`config.mk`:
```
export PLATFORM = sky130hd
export DESIGN_NAME = t3rsc_top
export DESIGN_NICKNAME = d
export VERILOG_FILES = /design/src/common/t3rsc_pkg.sv /design/src/design/t3rsc_tick_div.sv /design/src/design/t3rsc_top.sv
export SDC_FILE = /design/constraint.sdc
export NUM_CORES = 1
export LEC_CHECK = 0
export ABC_CLOCK_PERIOD_IN_PS = 3480
export BUFFER_PORTS_ARGS = -buffer_cell sky130_fd_sc_hd__buf_4
export CAP_MARGIN = 10
export CORE_MARGIN = 3
export CORE_UTILIZATION = 43
export CTS_BUF_LIST = sky130_fd_sc_hd__clkbuf_8
export CTS_CLUSTER_DIAMETER = 100
export DETAILED_ROUTE_END_ITERATION = 12
export PLACE_DENSITY_LB_ADDON = 0.1
export SLEW_MARGIN = 20
export SYNTH_ARGS = -nofsm -noshare
export SYNTH_HDL_FRONTEND = slang
export SYNTH_SLANG_ARGS = --single-unit
export TNS_END_PERCENT = 100
```
`constraint.sdc`:
```
create_clock -name clk_sys -period 3.48 [get_ports clk_sys]
set_input_delay 0.348 -clock clk_sys [delete_from_list [all_inputs] [get_ports clk_sys]]
set_output_delay 0.348 -clock clk_sys [all_outputs]
set_load 0.01 [all_outputs]
```
`src/common/t3rsc_pkg.sv`:
```
// Constants, field positions and clock-source codes for the reload/split/capture timer.
// Assumes the register port is a byte-wide special function register bus.
package t3rsc_pkg;
	// Register addresses
	localparam logic [7:0] ADDR_CTL = 8'h91;
	localparam logic [7:0] ADDR_RLL = 8'h92;
	localparam logic [7:0] ADDR_RLH = 8'h93;
	localparam logic [7:0] ADDR_CNTL = 8'h94;
	localparam logic [7:0] ADDR_CNTH = 8'h95;
	// Control register field positions
	localparam int BIT_HOF = 7;
	localparam int BIT_LOF = 6;
	localparam int BIT_LIE = 5;
	localparam int BIT_CAP = 4;
	localparam int BIT_SPLIT = 3;
	localparam int BIT_RUN = 2;
	localparam int BIT_RCLK = 1;
	localparam int BIT_XCLK = 0;
	// Values after reset, and the largest byte value
	localparam logic [7:0] RST_CTL = 8'h00;
	localparam logic [7:0] RST_BYTE = 8'h00;
	localparam logic [7:0] BYTE_MAX = 8'hff;
	// Prescaler counts
	localparam int SYS_DIV = 12;
	localparam int EXT_DIV = 8;
	localparam logic [3:0] DIV12_LAST = 4'(SYS_DIV - 1);
	// Counting clock sources
	typedef enum logic [1:0] {
		SRC_SYS = 2'b00,
		SRC_DIV12 = 2'b01,
		SRC_EXT = 2'b10,
		SRC_RTC = 2'b11
	} t3rsc_src_e;
endpackage

```
`src/design/t3rsc_tick_div.sv`:
```
// Synchroniser and divide-by-N tick for a slow free-running clock input.
// Assumes clk_in runs at less than half of clk_sys.
`timescale 1ns/10ps
`default_nettype none
module t3rsc_tick_div #(
	parameter int DIV = t3rsc_pkg::EXT_DIV
) (
	// Clock and reset
	input wire logic clk_sys,
	input wire logic reset,
	// Slow clock in, one-cycle tick out
	input wire logic clk_in,
	output logic tick
);
	localparam int W = $clog2(DIV);
	localparam logic [W-1:0] LAST = W'(DIV - 1);
	typedef struct packed {
		logic sync1;
		logic sync2;
		logic prev;
		logic [W-1:0] div;
		logic tick;
	} t3rsc_div_s;
	t3rsc_div_s st_ff;
	t3rsc_div_s nxt_st;
	logic edge_seen;

	// Two flops bring the slow clock in; only sync2 onward feeds logic
	always_comb begin
		nxt_st = st_ff;
		nxt_st.sync1 = clk_in;
		nxt_st.sync2 = st_ff.sync1;
		nxt_st.prev = st_ff.sync2;
		edge_seen = st_ff.sync2 & ~st_ff.prev;
		nxt_st.tick = 1'b0;
		if (edge_seen) begin
			// Every DIV rising edges give one tick
			nxt_st.tick = (st_ff.div == LAST);
			nxt_st.div = (st_ff.div == LAST) ? '0 : st_ff.div + 1'b1;
		end
	end

	// State register
	always_ff @(posedge clk_sys or posedge reset) begin
		if (reset) begin
			st_ff <= '0;
		end else begin
			st_ff <= nxt_st;
		end
	end

	assign tick = st_ff.tick;

	// A tick is a single-cycle pulse that only follows a synchronised edge
	property p_tick_pulse;
		@(posedge clk_sys) disable iff (reset) st_ff.tick |-> $past(edge_seen) ##1 !st_ff.tick;
	endproperty
	a_tick_pulse: assert property (p_tick_pulse) else $error("tick not a single pulse after an edge");
endmodule
`default_nettype wire

```
`src/design/t3rsc_top.sv`:
```
// Reload/split/capture 16-bit timer with its byte-wide register port.
// Assumes register accesses are synchronous to clk_sys and that the oscillator
// inputs are slower than half of clk_sys.
`timescale 1ns/10ps
`default_nettype none
// What this block does
// - 16-bit mode counts up; on wrap reloads from both reload bytes and sets high flag; capture mode wraps to zero without the high flag.
// - 16-bit mode: interrupt requested on every full overflow outside capture mode when interrupts enabled.
// - 16-bit mode: low byte wrap also interrupts when low enable set.
// - Split mode: two 8-bit counters, each reloading from its own reload byte.
// - Split mode: run bit gates only the high byte; low byte always counts.
// - Each byte clock: fast bit gives system clock, else divide-12 or external/8, or real-time/8 for the low byte in capture mode with capture source set.
// - External divided tick is synchronised to the system clock before use.
// - Split mode: high byte wrap sets high flag, low byte wrap sets low flag.
// - Split mode: high wrap interrupts; with low enable either byte interrupts.
// - Flags are cleared only by software, which checks both flags for the source.
// - Capture event every eight cycles of the oscillator picked by capture source.
// - Capture copies the 16-bit count into the reload bytes and sets high flag.
// - Capture counter clock: system, divide-12, external/8 or real-time/8.
// - Fast low set, capture source clear: count each system clock, capture real-time/8.
module t3rsc_top (
	// Clock and reset
	input wire logic clk_sys,
	input wire logic reset,
	// Register port
	input wire logic [7:0] sfr_addr,
	input wire logic sfr_wr,
	input wire logic [7:0] sfr_wdata,
	input wire logic sfr_rd,
	output logic [7:0] sfr_rdata,
	// Clock select and interrupt enable from the system
	input wire logic high_byte_fast_clock_sel,
	input wire logic low_byte_fast_clock_sel,
	input wire logic timer_irq_enable,
	// Oscillator inputs
	input wire logic ext_osc_clk,
	input wire logic rtc_clk,
	// Interrupt request
	output logic timer_irq_req
);
	typedef struct packed {
		logic [7:0] ctl;
		logic [7:0] rl_lo;
		logic [7:0] rl_hi;
		logic [7:0] cnt_lo;
		logic [7:0] cnt_hi;
		logic [3:0] div12;
		logic [7:0] rdata;
	} t3rsc_state_s;
	t3rsc_state_s st_ff;
	t3rsc_state_s nxt_st;
	logic ext_tick;
	logic rtc_tick;
	logic div12_tick;
	logic split;
	logic run;
	logic cap_mode;
	logic tick_lo;
	logic tick_hi;
	logic cap_ev;
	logic hset;
	logic lset;
	logic wr_ctl;
	logic wr_cnt;
	logic [15:0] cnt16;
	logic [15:0] rl16;
	logic [7:0] ctl_w;
	t3rsc_pkg::t3rsc_src_e src_lo;
	t3rsc_pkg::t3rsc_src_e src_hi;

	// Source choice per byte; in capture mode the external choice may be the real-time clock
	function automatic t3rsc_pkg::t3rsc_src_e pick_src(input logic fast, input logic xclk, input logic use_rtc);
		if (fast) begin
			pick_src = t3rsc_pkg::SRC_SYS;
		end else if (!xclk) begin
			pick_src = t3rsc_pkg::SRC_DIV12;
		end else if (use_rtc) begin
			pick_src = t3rsc_pkg::SRC_RTC;
		end else begin
			pick_src = t3rsc_pkg::SRC_EXT;
		end
	endfunction

	function automatic logic src_tick(input t3rsc_pkg::t3rsc_src_e s, input logic d12, input logic ext, input logic rtc);
		case (s)
			t3rsc_pkg::SRC_SYS: src_tick = 1'b1;
			t3rsc_pkg::SRC_DIV12: src_tick = d12;
			t3rsc_pkg::SRC_EXT: src_tick = ext;
			default: src_tick = rtc;
		endcase
	endfunction

	// Oscillator ticks, each synchronised and divided by eight
	t3rsc_tick_div #(.DIV(t3rsc_pkg::EXT_DIV)) u_ext_div (
		.clk_sys(clk_sys),
		.reset(reset),
		.clk_in(ext_osc_clk),
		.tick(ext_tick)
	);
	t3rsc_tick_div #(.DIV(t3rsc_pkg::EXT_DIV)) u_rtc_div (
		.clk_sys(clk_sys),
		.reset(reset),
		.clk_in(rtc_clk),
		.tick(rtc_tick)
	);

	// Decoded control bits and selected counting ticks
	assign split = st_ff.ctl[t3rsc_pkg::BIT_SPLIT];
	assign run = st_ff.ctl[t3rsc_pkg::BIT_RUN];
	assign cap_mode = st_ff.ctl[t3rsc_pkg::BIT_CAP] & ~split; // Capture needs the 16-bit layout
	assign div12_tick = (st_ff.div12 == t3rsc_pkg::DIV12_LAST);
	assign src_lo = pick_src(low_byte_fast_clock_sel, st_ff.ctl[t3rsc_pkg::BIT_XCLK],
		cap_mode & st_ff.ctl[t3rsc_pkg::BIT_RCLK]);
	assign src_hi = pick_src(high_byte_fast_clock_sel, st_ff.ctl[t3rsc_pkg::BIT_XCLK], 1'b0);
	assign tick_lo = src_tick(src_lo, div12_tick, ext_tick, rtc_tick);
	assign tick_hi = src_tick(src_hi, div12_tick, ext_tick, rtc_tick);
	// Capture source 0 samples the real-time clock, 1 the external oscillator
	assign cap_ev = cap_mode & (st_ff.ctl[t3rsc_pkg::BIT_RCLK] ? ext_tick : rtc_tick);
	assign cnt16 = {st_ff.cnt_hi, st_ff.cnt_lo};
	assign rl16 = {st_ff.rl_hi, st_ff.rl_lo};
	assign wr_ctl = sfr_wr & (sfr_addr == t3rsc_pkg::ADDR_CTL);
	assign wr_cnt = sfr_wr & ((sfr_addr == t3rsc_pkg::ADDR_CNTL) | (sfr_addr == t3rsc_pkg::ADDR_CNTH));

	// Next state: prescaler, counting, capture, register writes and read data
	always_comb begin
		nxt_st = st_ff;
		hset = 1'b0;
		lset = 1'b0;
		ctl_w = st_ff.ctl;
		nxt_st.div12 = div12_tick ? 4'h0 : st_ff.div12 + 4'h1;
		if (!split) begin
			if (run && tick_lo) begin
				if (cnt16 == 16'hffff) begin
					// In capture mode the reload bytes hold captures, so wrap to zero instead
					{nxt_st.cnt_hi, nxt_st.cnt_lo} = cap_mode ? 16'h0000 : rl16;
					hset = ~cap_mode;
					lset = 1'b1;
				end else begin
					{nxt_st.cnt_hi, nxt_st.cnt_lo} = cnt16 + 16'h0001;
					lset = (st_ff.cnt_lo == t3rsc_pkg::BYTE_MAX);
				end
			end
		end else begin
			if (tick_lo) begin
				// Low byte free-runs in split mode
				nxt_st.cnt_lo = (st_ff.cnt_lo == t3rsc_pkg::BYTE_MAX) ? st_ff.rl_lo : st_ff.cnt_lo + 8'h01;
				lset = (st_ff.cnt_lo == t3rsc_pkg::BYTE_MAX);
			end
			if (run && tick_hi) begin
				nxt_st.cnt_hi = (st_ff.cnt_hi == t3rsc_pkg::BYTE_MAX) ? st_ff.rl_hi : st_ff.cnt_hi + 8'h01;
				hset = (st_ff.cnt_hi == t3rsc_pkg::BYTE_MAX);
			end
		end
		// Software writes win over counting
		if (sfr_wr) begin
			case (sfr_addr)
				t3rsc_pkg::ADDR_CTL: ctl_w = sfr_wdata;
				t3rsc_pkg::ADDR_RLL: nxt_st.rl_lo = sfr_wdata;
				t3rsc_pkg::ADDR_RLH: nxt_st.rl_hi = sfr_wdata;
				t3rsc_pkg::ADDR_CNTL: nxt_st.cnt_lo = sfr_wdata;
				t3rsc_pkg::ADDR_CNTH: nxt_st.cnt_hi = sfr_wdata;
				default: ;
			endcase
		end
		// A capture beats a reload write in the same cycle so no sample is lost
		if (cap_ev) begin
			nxt_st.rl_hi = st_ff.cnt_hi;
			nxt_st.rl_lo = st_ff.cnt_lo;
			hset = 1'b1;
		end
		// Hardware set wins over a software clear; nothing here clears a flag
		ctl_w[t3rsc_pkg::BIT_HOF] = ctl_w[t3rsc_pkg::BIT_HOF] | hset;
		ctl_w[t3rsc_pkg::BIT_LOF] = ctl_w[t3rsc_pkg::BIT_LOF] | lset;
		nxt_st.ctl = ctl_w;
		// Read data is registered; unmapped addresses read zero
		if (sfr_rd) begin
			case (sfr_addr)
				t3rsc_pkg::ADDR_CTL: nxt_st.rdata = st_ff.ctl;
				t3rsc_pkg::ADDR_RLL: nxt_st.rdata = st_ff.rl_lo;
				t3rsc_pkg::ADDR_RLH: nxt_st.rdata = st_ff.rl_hi;
				t3rsc_pkg::ADDR_CNTL: nxt_st.rdata = st_ff.cnt_lo;
				t3rsc_pkg::ADDR_CNTH: nxt_st.rdata = st_ff.cnt_hi;
				default: nxt_st.rdata = 8'h00;
			endcase
		end
	end

	// State register
	always_ff @(posedge clk_sys or posedge reset) begin
		if (reset) begin
			st_ff <= '{ctl: t3rsc_pkg::RST_CTL, rl_lo: t3rsc_pkg::RST_BYTE, rl_hi: t3rsc_pkg::RST_BYTE,
				cnt_lo: t3rsc_pkg::RST_BYTE, cnt_hi: t3rsc_pkg::RST_BYTE, div12: 4'h0, rdata: 8'h00};
		end else begin
			st_ff <= nxt_st;
		end
	end

	// Interrupt request follows the flags and enables, same in both modes
	assign timer_irq_req = timer_irq_enable & (st_ff.ctl[t3rsc_pkg::BIT_HOF] |
		(st_ff.ctl[t3rsc_pkg::BIT_LIE] & st_ff.ctl[t3rsc_pkg::BIT_LOF]));
	assign sfr_rdata = st_ff.rdata;

	// Full overflow reloads the count and raises the high flag on the next edge
	property p_reload16;
		@(posedge clk_sys) disable iff (reset)
		(!split && run && tick_lo && !cap_mode && cnt16 == 16'hffff && !sfr_wr && !cap_ev)
		|=> (cnt16 == $past(rl16)) && st_ff.ctl[t3rsc_pkg::BIT_HOF];
	endproperty
	a_reload16: assert property (p_reload16) else $error("16-bit overflow did not reload and flag");

	property p_irq16;
		@(posedge clk_sys) disable iff (reset)
		(!split && run && tick_lo && !cap_mode && cnt16 == 16'hffff && timer_irq_enable) |=> timer_irq_req;
	endproperty
	a_irq16: assert property (p_irq16) else $error("16-bit overflow gave no interrupt");

	property p_irq_low;
		@(posedge clk_sys) disable iff (reset)
		(!split && run && tick_lo && st_ff.cnt_lo == 8'hff && timer_irq_enable && st_ff.ctl[t3rsc_pkg::BIT_LIE] && !wr_ctl)
		|=> timer_irq_req && st_ff.ctl[t3rsc_pkg::BIT_LOF];
	endproperty
	a_irq_low: assert property (p_irq_low) else $error("low byte wrap gave no interrupt");

	property p_split_lo;
		@(posedge clk_sys) disable iff (reset)
		(split && tick_lo && !wr_cnt) |=>
		st_ff.cnt_lo == (($past(st_ff.cnt_lo) == 8'hff) ? $past(st_ff.rl_lo) : $past(st_ff.cnt_lo) + 8'h01);
	endproperty
	a_split_lo: assert property (p_split_lo) else $error("split low byte miscounted");

	property p_split_hold;
		@(posedge clk_sys) disable iff (reset)
		(split && !run && !wr_cnt) |=> $stable(st_ff.cnt_hi);
	endproperty
	a_split_hold: assert property (p_split_hold) else $error("stopped high byte moved");

	property p_split_hflag;
		@(posedge clk_sys) disable iff (reset)
		(split && run && tick_hi && st_ff.cnt_hi == 8'hff) |=> st_ff.ctl[t3rsc_pkg::BIT_HOF] ##1 1'b1;
	endproperty
	a_split_hflag: assert property (p_split_hflag) else $error("high byte wrap did not flag");

	property p_flag_sticky;
		@(posedge clk_sys) disable iff (reset)
		(st_ff.ctl[t3rsc_pkg::BIT_HOF] && !wr_ctl) |=> st_ff.ctl[t3rsc_pkg::BIT_HOF];
	endproperty
	a_flag_sticky: assert property (p_flag_sticky) else $error("high flag cleared by hardware");

	property p_capture;
		@(posedge clk_sys) disable iff (reset)
		cap_ev |=> (rl16 == $past(cnt16)) && st_ff.ctl[t3rsc_pkg::BIT_HOF];
	endproperty
	a_capture: assert property (p_capture) else $error("capture did not copy count");

	property p_fast_lo;
		@(posedge clk_sys) disable iff (reset)
		low_byte_fast_clock_sel |-> tick_lo;
	endproperty
	a_fast_lo: assert property (p_fast_lo) else $error("fast low select did not count every cycle");
endmodule
`default_nettype wire

```
==> impl_metrics.csv <==
group,metric,value,unit
critical_path,cp_cell_sequence,"ha_1 > nand3_2 > nor3_2 > a21oi_1 > a311oi_1 > or3_1 > a31oi_1",
floorplan,rows,36,
placed_design,dp_slack,0.848,ns
clocking,post_cts_resized,0,
floorplan,core_area,9820,µm²
synthesis,synth_edf_count,0,
clocking,cts_tree,"built",
detailed_routing,vias_per_cell,6.43,
cells_and_area,drive_gt1_share,19.1,%
critical_path,startpoint,"cnt16[8]",
run,maxCapViolCount,0,
clocking,cts_root_buf,"clkbuf_8",
timing,fin_crit,2.72,ns
clocking,cts_buffers,9,
grt,antenna_found_initial,0,
cells_and_area,final_nets,514,
cells_and_area,layout_commonest_cell,"dfrtp_1",
placed_design,place.gp.congestion,0.987,
clocking,htreeDepth,3,
critical_path,required,3.69,ns
clocking,clkTransAtPathRegs,0.07,ns
grt,grt_pass1_vias,3968,
clocking,hold_buffers,0,
cells_and_area,final_util,48.3,%
floorplan,start_util,44.3,%
synthesis,syn_avg_cell_area,9.27,µm²
timing,worst_pin_slew,1.02,ns
timing,slew_headroom,31.6,%
detailed_routing,num_vias,3983,
power_and_ir_drop,irDropWorstVdd,0.316,mV
cells_and_area,n_antenna_cell,0,
clocking,clock_sinks,66,
timing,clock.fmax,368,MHz
critical_path,critical_path_class,"reg2reg",
clocking,cts_setup_buffers,0,
hold_path,hp-start,"rtc_clk",
synthesis,ys_warn_count,0,
power_and_ir_drop,totalPowerFinal,0.00229,W
synthesis,syn_inst,469,
timing,final-setup-viol-count,0,
floorplan,dieArea,11400,µm²
critical_path,timing.rr.start,"cnt16[8]",
cells_and_area,mostFrequentLayoutCells,"dfrtp_1, nand2_1, buf_4",
timing,slew_viol_final,0,
critical_path,critPathLaunchType,"register",
cells_and_area,fin_area,4740,µm²
outcome,status,"completed",
synthesis,ys_types,82,
power_and_ir_drop,p_per_area,483,nW/µm²
detailed_routing,finalWirelength,14200,µm
detailed_routing,dr.pass1.iters,8,
timing,period_share,78.1,%
critical_path,critPathCaptureType,"register",
critical_path,worst_ep_arrival_time,2.92,ns
clocking,clk_latency,0.36,ns
synthesis,synth_fp_nets,501,
critical_path,worst_path_largest_cell_delay,0.75,ns
synthesis,seq_area_frac_synth,38.0,%
timing,setup_tns,0,ns
timing,finClkSkew,0.0136,ns
floorplan,die_w,107,µm
timing,rsz0062_at_grt,"false",
placed_design,io_buffers,33,
critical_path,slowest_stage,"nor3_2",
power_and_ir_drop,p_leak,1.96,nW
grt,track_usage,26.4,%
detailed_routing,drt_iter0_drc,349,
detailed_routing,wl_per_cell,23.0,µm
grt,grt_remaining_overflow,0,
placed_design,dpl.hpwl,10000,µm
detailed_routing,drc_errors,0,
timing,fin_ws,0.763,ns
synthesis,async_flop_share,100,%
clocking,clk_path_buf_depth,2,
cells_and_area,area_delta_synth_final,9.09,%
hold_path,min_path_type,"in2reg",
timing,finalHoldViolCount,0,
synthesis,syn-cell-area,4350,µm²
floorplan,die_h,107,µm
floorplan,io_pins,34,
critical_path,crit_path_max_fanout,9,
synthesis,synth_seq_cells,66,
detailed_routing,antenna_left,0,
grt,grt_pass1_wl,22700,µm
synthesis,synth-main-ff-cell,"dfrtp_1",
placed_design,placed_cell_area,4540,µm²
grt,grt_max_degree,67,
## per-layer routing
metal / global-route usage, % / part of all wire [%] / vias up
li1: - / - / 1799
met1: 35.4 / 43 / 1953
met2: 41.2 / 46 / 197
met3: 5.10 / 7.1 / 34
met4: 12.6 / 4.1 / 0
met5: 0 / 0 / -
## area by class of cell
type | count | area, µm²
sequential | 66 | 1650
inverter | 10 | 37.5
multi-input combinational | 355 | 2380
tap | 133 | 166
fill | 1015 | 5080
timing repair buffer | 40 | 300
clock inverter | 4 | 51.3
clock buffer | 11 | 151
## through the flow
stage                     hold WS [ns]  std cells
after floorplan                  0.331        469
after global placement           0.332        604
after detailed placement         0.335        604
after CTS                       0.0815        619
after global routing            0.0741        619
final                           0.0930        619
## cells in the mapped netlist, types with 2 or more instances
cell       n  area (µm²)
o21ai_0   32         160
nand2_1   54         203
inv_1     10        37.5
buf_2     10        50.1
buf_1      2        7.51
nand4_1    8        50.1
a21oi_1   26         130
dfrtp_1   66        1650
a21boi_0   2        15.0
ha_1       7        87.6
and4_1     3        26.3
a221o_1    3        30.0
nand3b_1   2        15.0
a211oi_1   6        45.0
nor2_1    35         131
a211o_1    2        17.5
a31oi_1   20         125
nor4_4     2        42.5
a222oi_1   8        80.1
nand2_2    3        18.8
a221oi_2   3        45.0
clkbuf_1   5        18.8
and3_1     4        25.0
a21o_1     4        30.0
clkbuf_8   5        68.8
nand2b_1   4        25.0
o21a_1     2        15.0
and2_1     5        31.3
a41oi_1    2        17.5
a22oi_1    9        67.6
nor4_1     4        25.0
o211ai_1   3        22.5
o21ai_1    2        10.0
buf_4     13        97.6
o21ai_2    2        17.5
mux2_2     9         101
nor2b_1    3        18.8
o22ai_1    7        43.8
nand3_1   11        55.1
mux2i_1   19         190
buf_6      3        33.8
a32oi_1    2        17.5
nor3_1     8        40.0
## power by group
group | switching, W | internal [W]
Sequential | 0.000250 | 0.000903
Combinational | 0.000236 | 0.000214
Clock | 0.000320 | 0.000366
## state kept, by name, summed over array words and instances (netlist names)
signal	count
u_ext_div.nxt_st	2
rl16	16
st_ff	10
split	1
u_ext_div.st_ff	4
u_ext_div.tick	1
run	1
u_rtc_div.nxt_st	2
sfr_rdata	8
u_rtc_div.tick	1
u_rtc_div.st_ff	4
cnt16	16
## path summary, 6_finish.rpt
path	endpoint	slack, ns	cells past startpoint
worst max-delay path	cnt16[0]	0.76	7
worst min-delay path	u_rtc_div.nxt_st[5]	0.09	1
worst max register to register	cnt16[0]	0.76	7
worst min register to register	u_rtc_div.nxt_st[4]	0.35	0
max in group asynchronous	rl16[7]	2.66	3
min in group asynchronous	cnt16[3]	0.24	3
## critical path, delay by kind of cell (launching register included)
kind / cells / cell delay (ns)
compound gates: 3 / 0.51
fa+ha+maj: 1 / 0.39
flops: 1 / 0.55
simple gates: 3 / 1.11
## cell families (layout without fill, tap and decap cells)
logic type                 Yosys count  in the layout  synth area share, %
and+or+nand+nor                    166            166                 21.4
AOI/OAI and AO/OA                  153            153                 24.5
DFF                                 66             66                 38.0
buffers and inverters               48             65                 7.22
muxes                               28             28                 6.71
adders and majority gates            7              7                 2.01
xor gates and xnor gates             1              1                0.201
No activity file was read; power rests on OpenSTA's default activity.
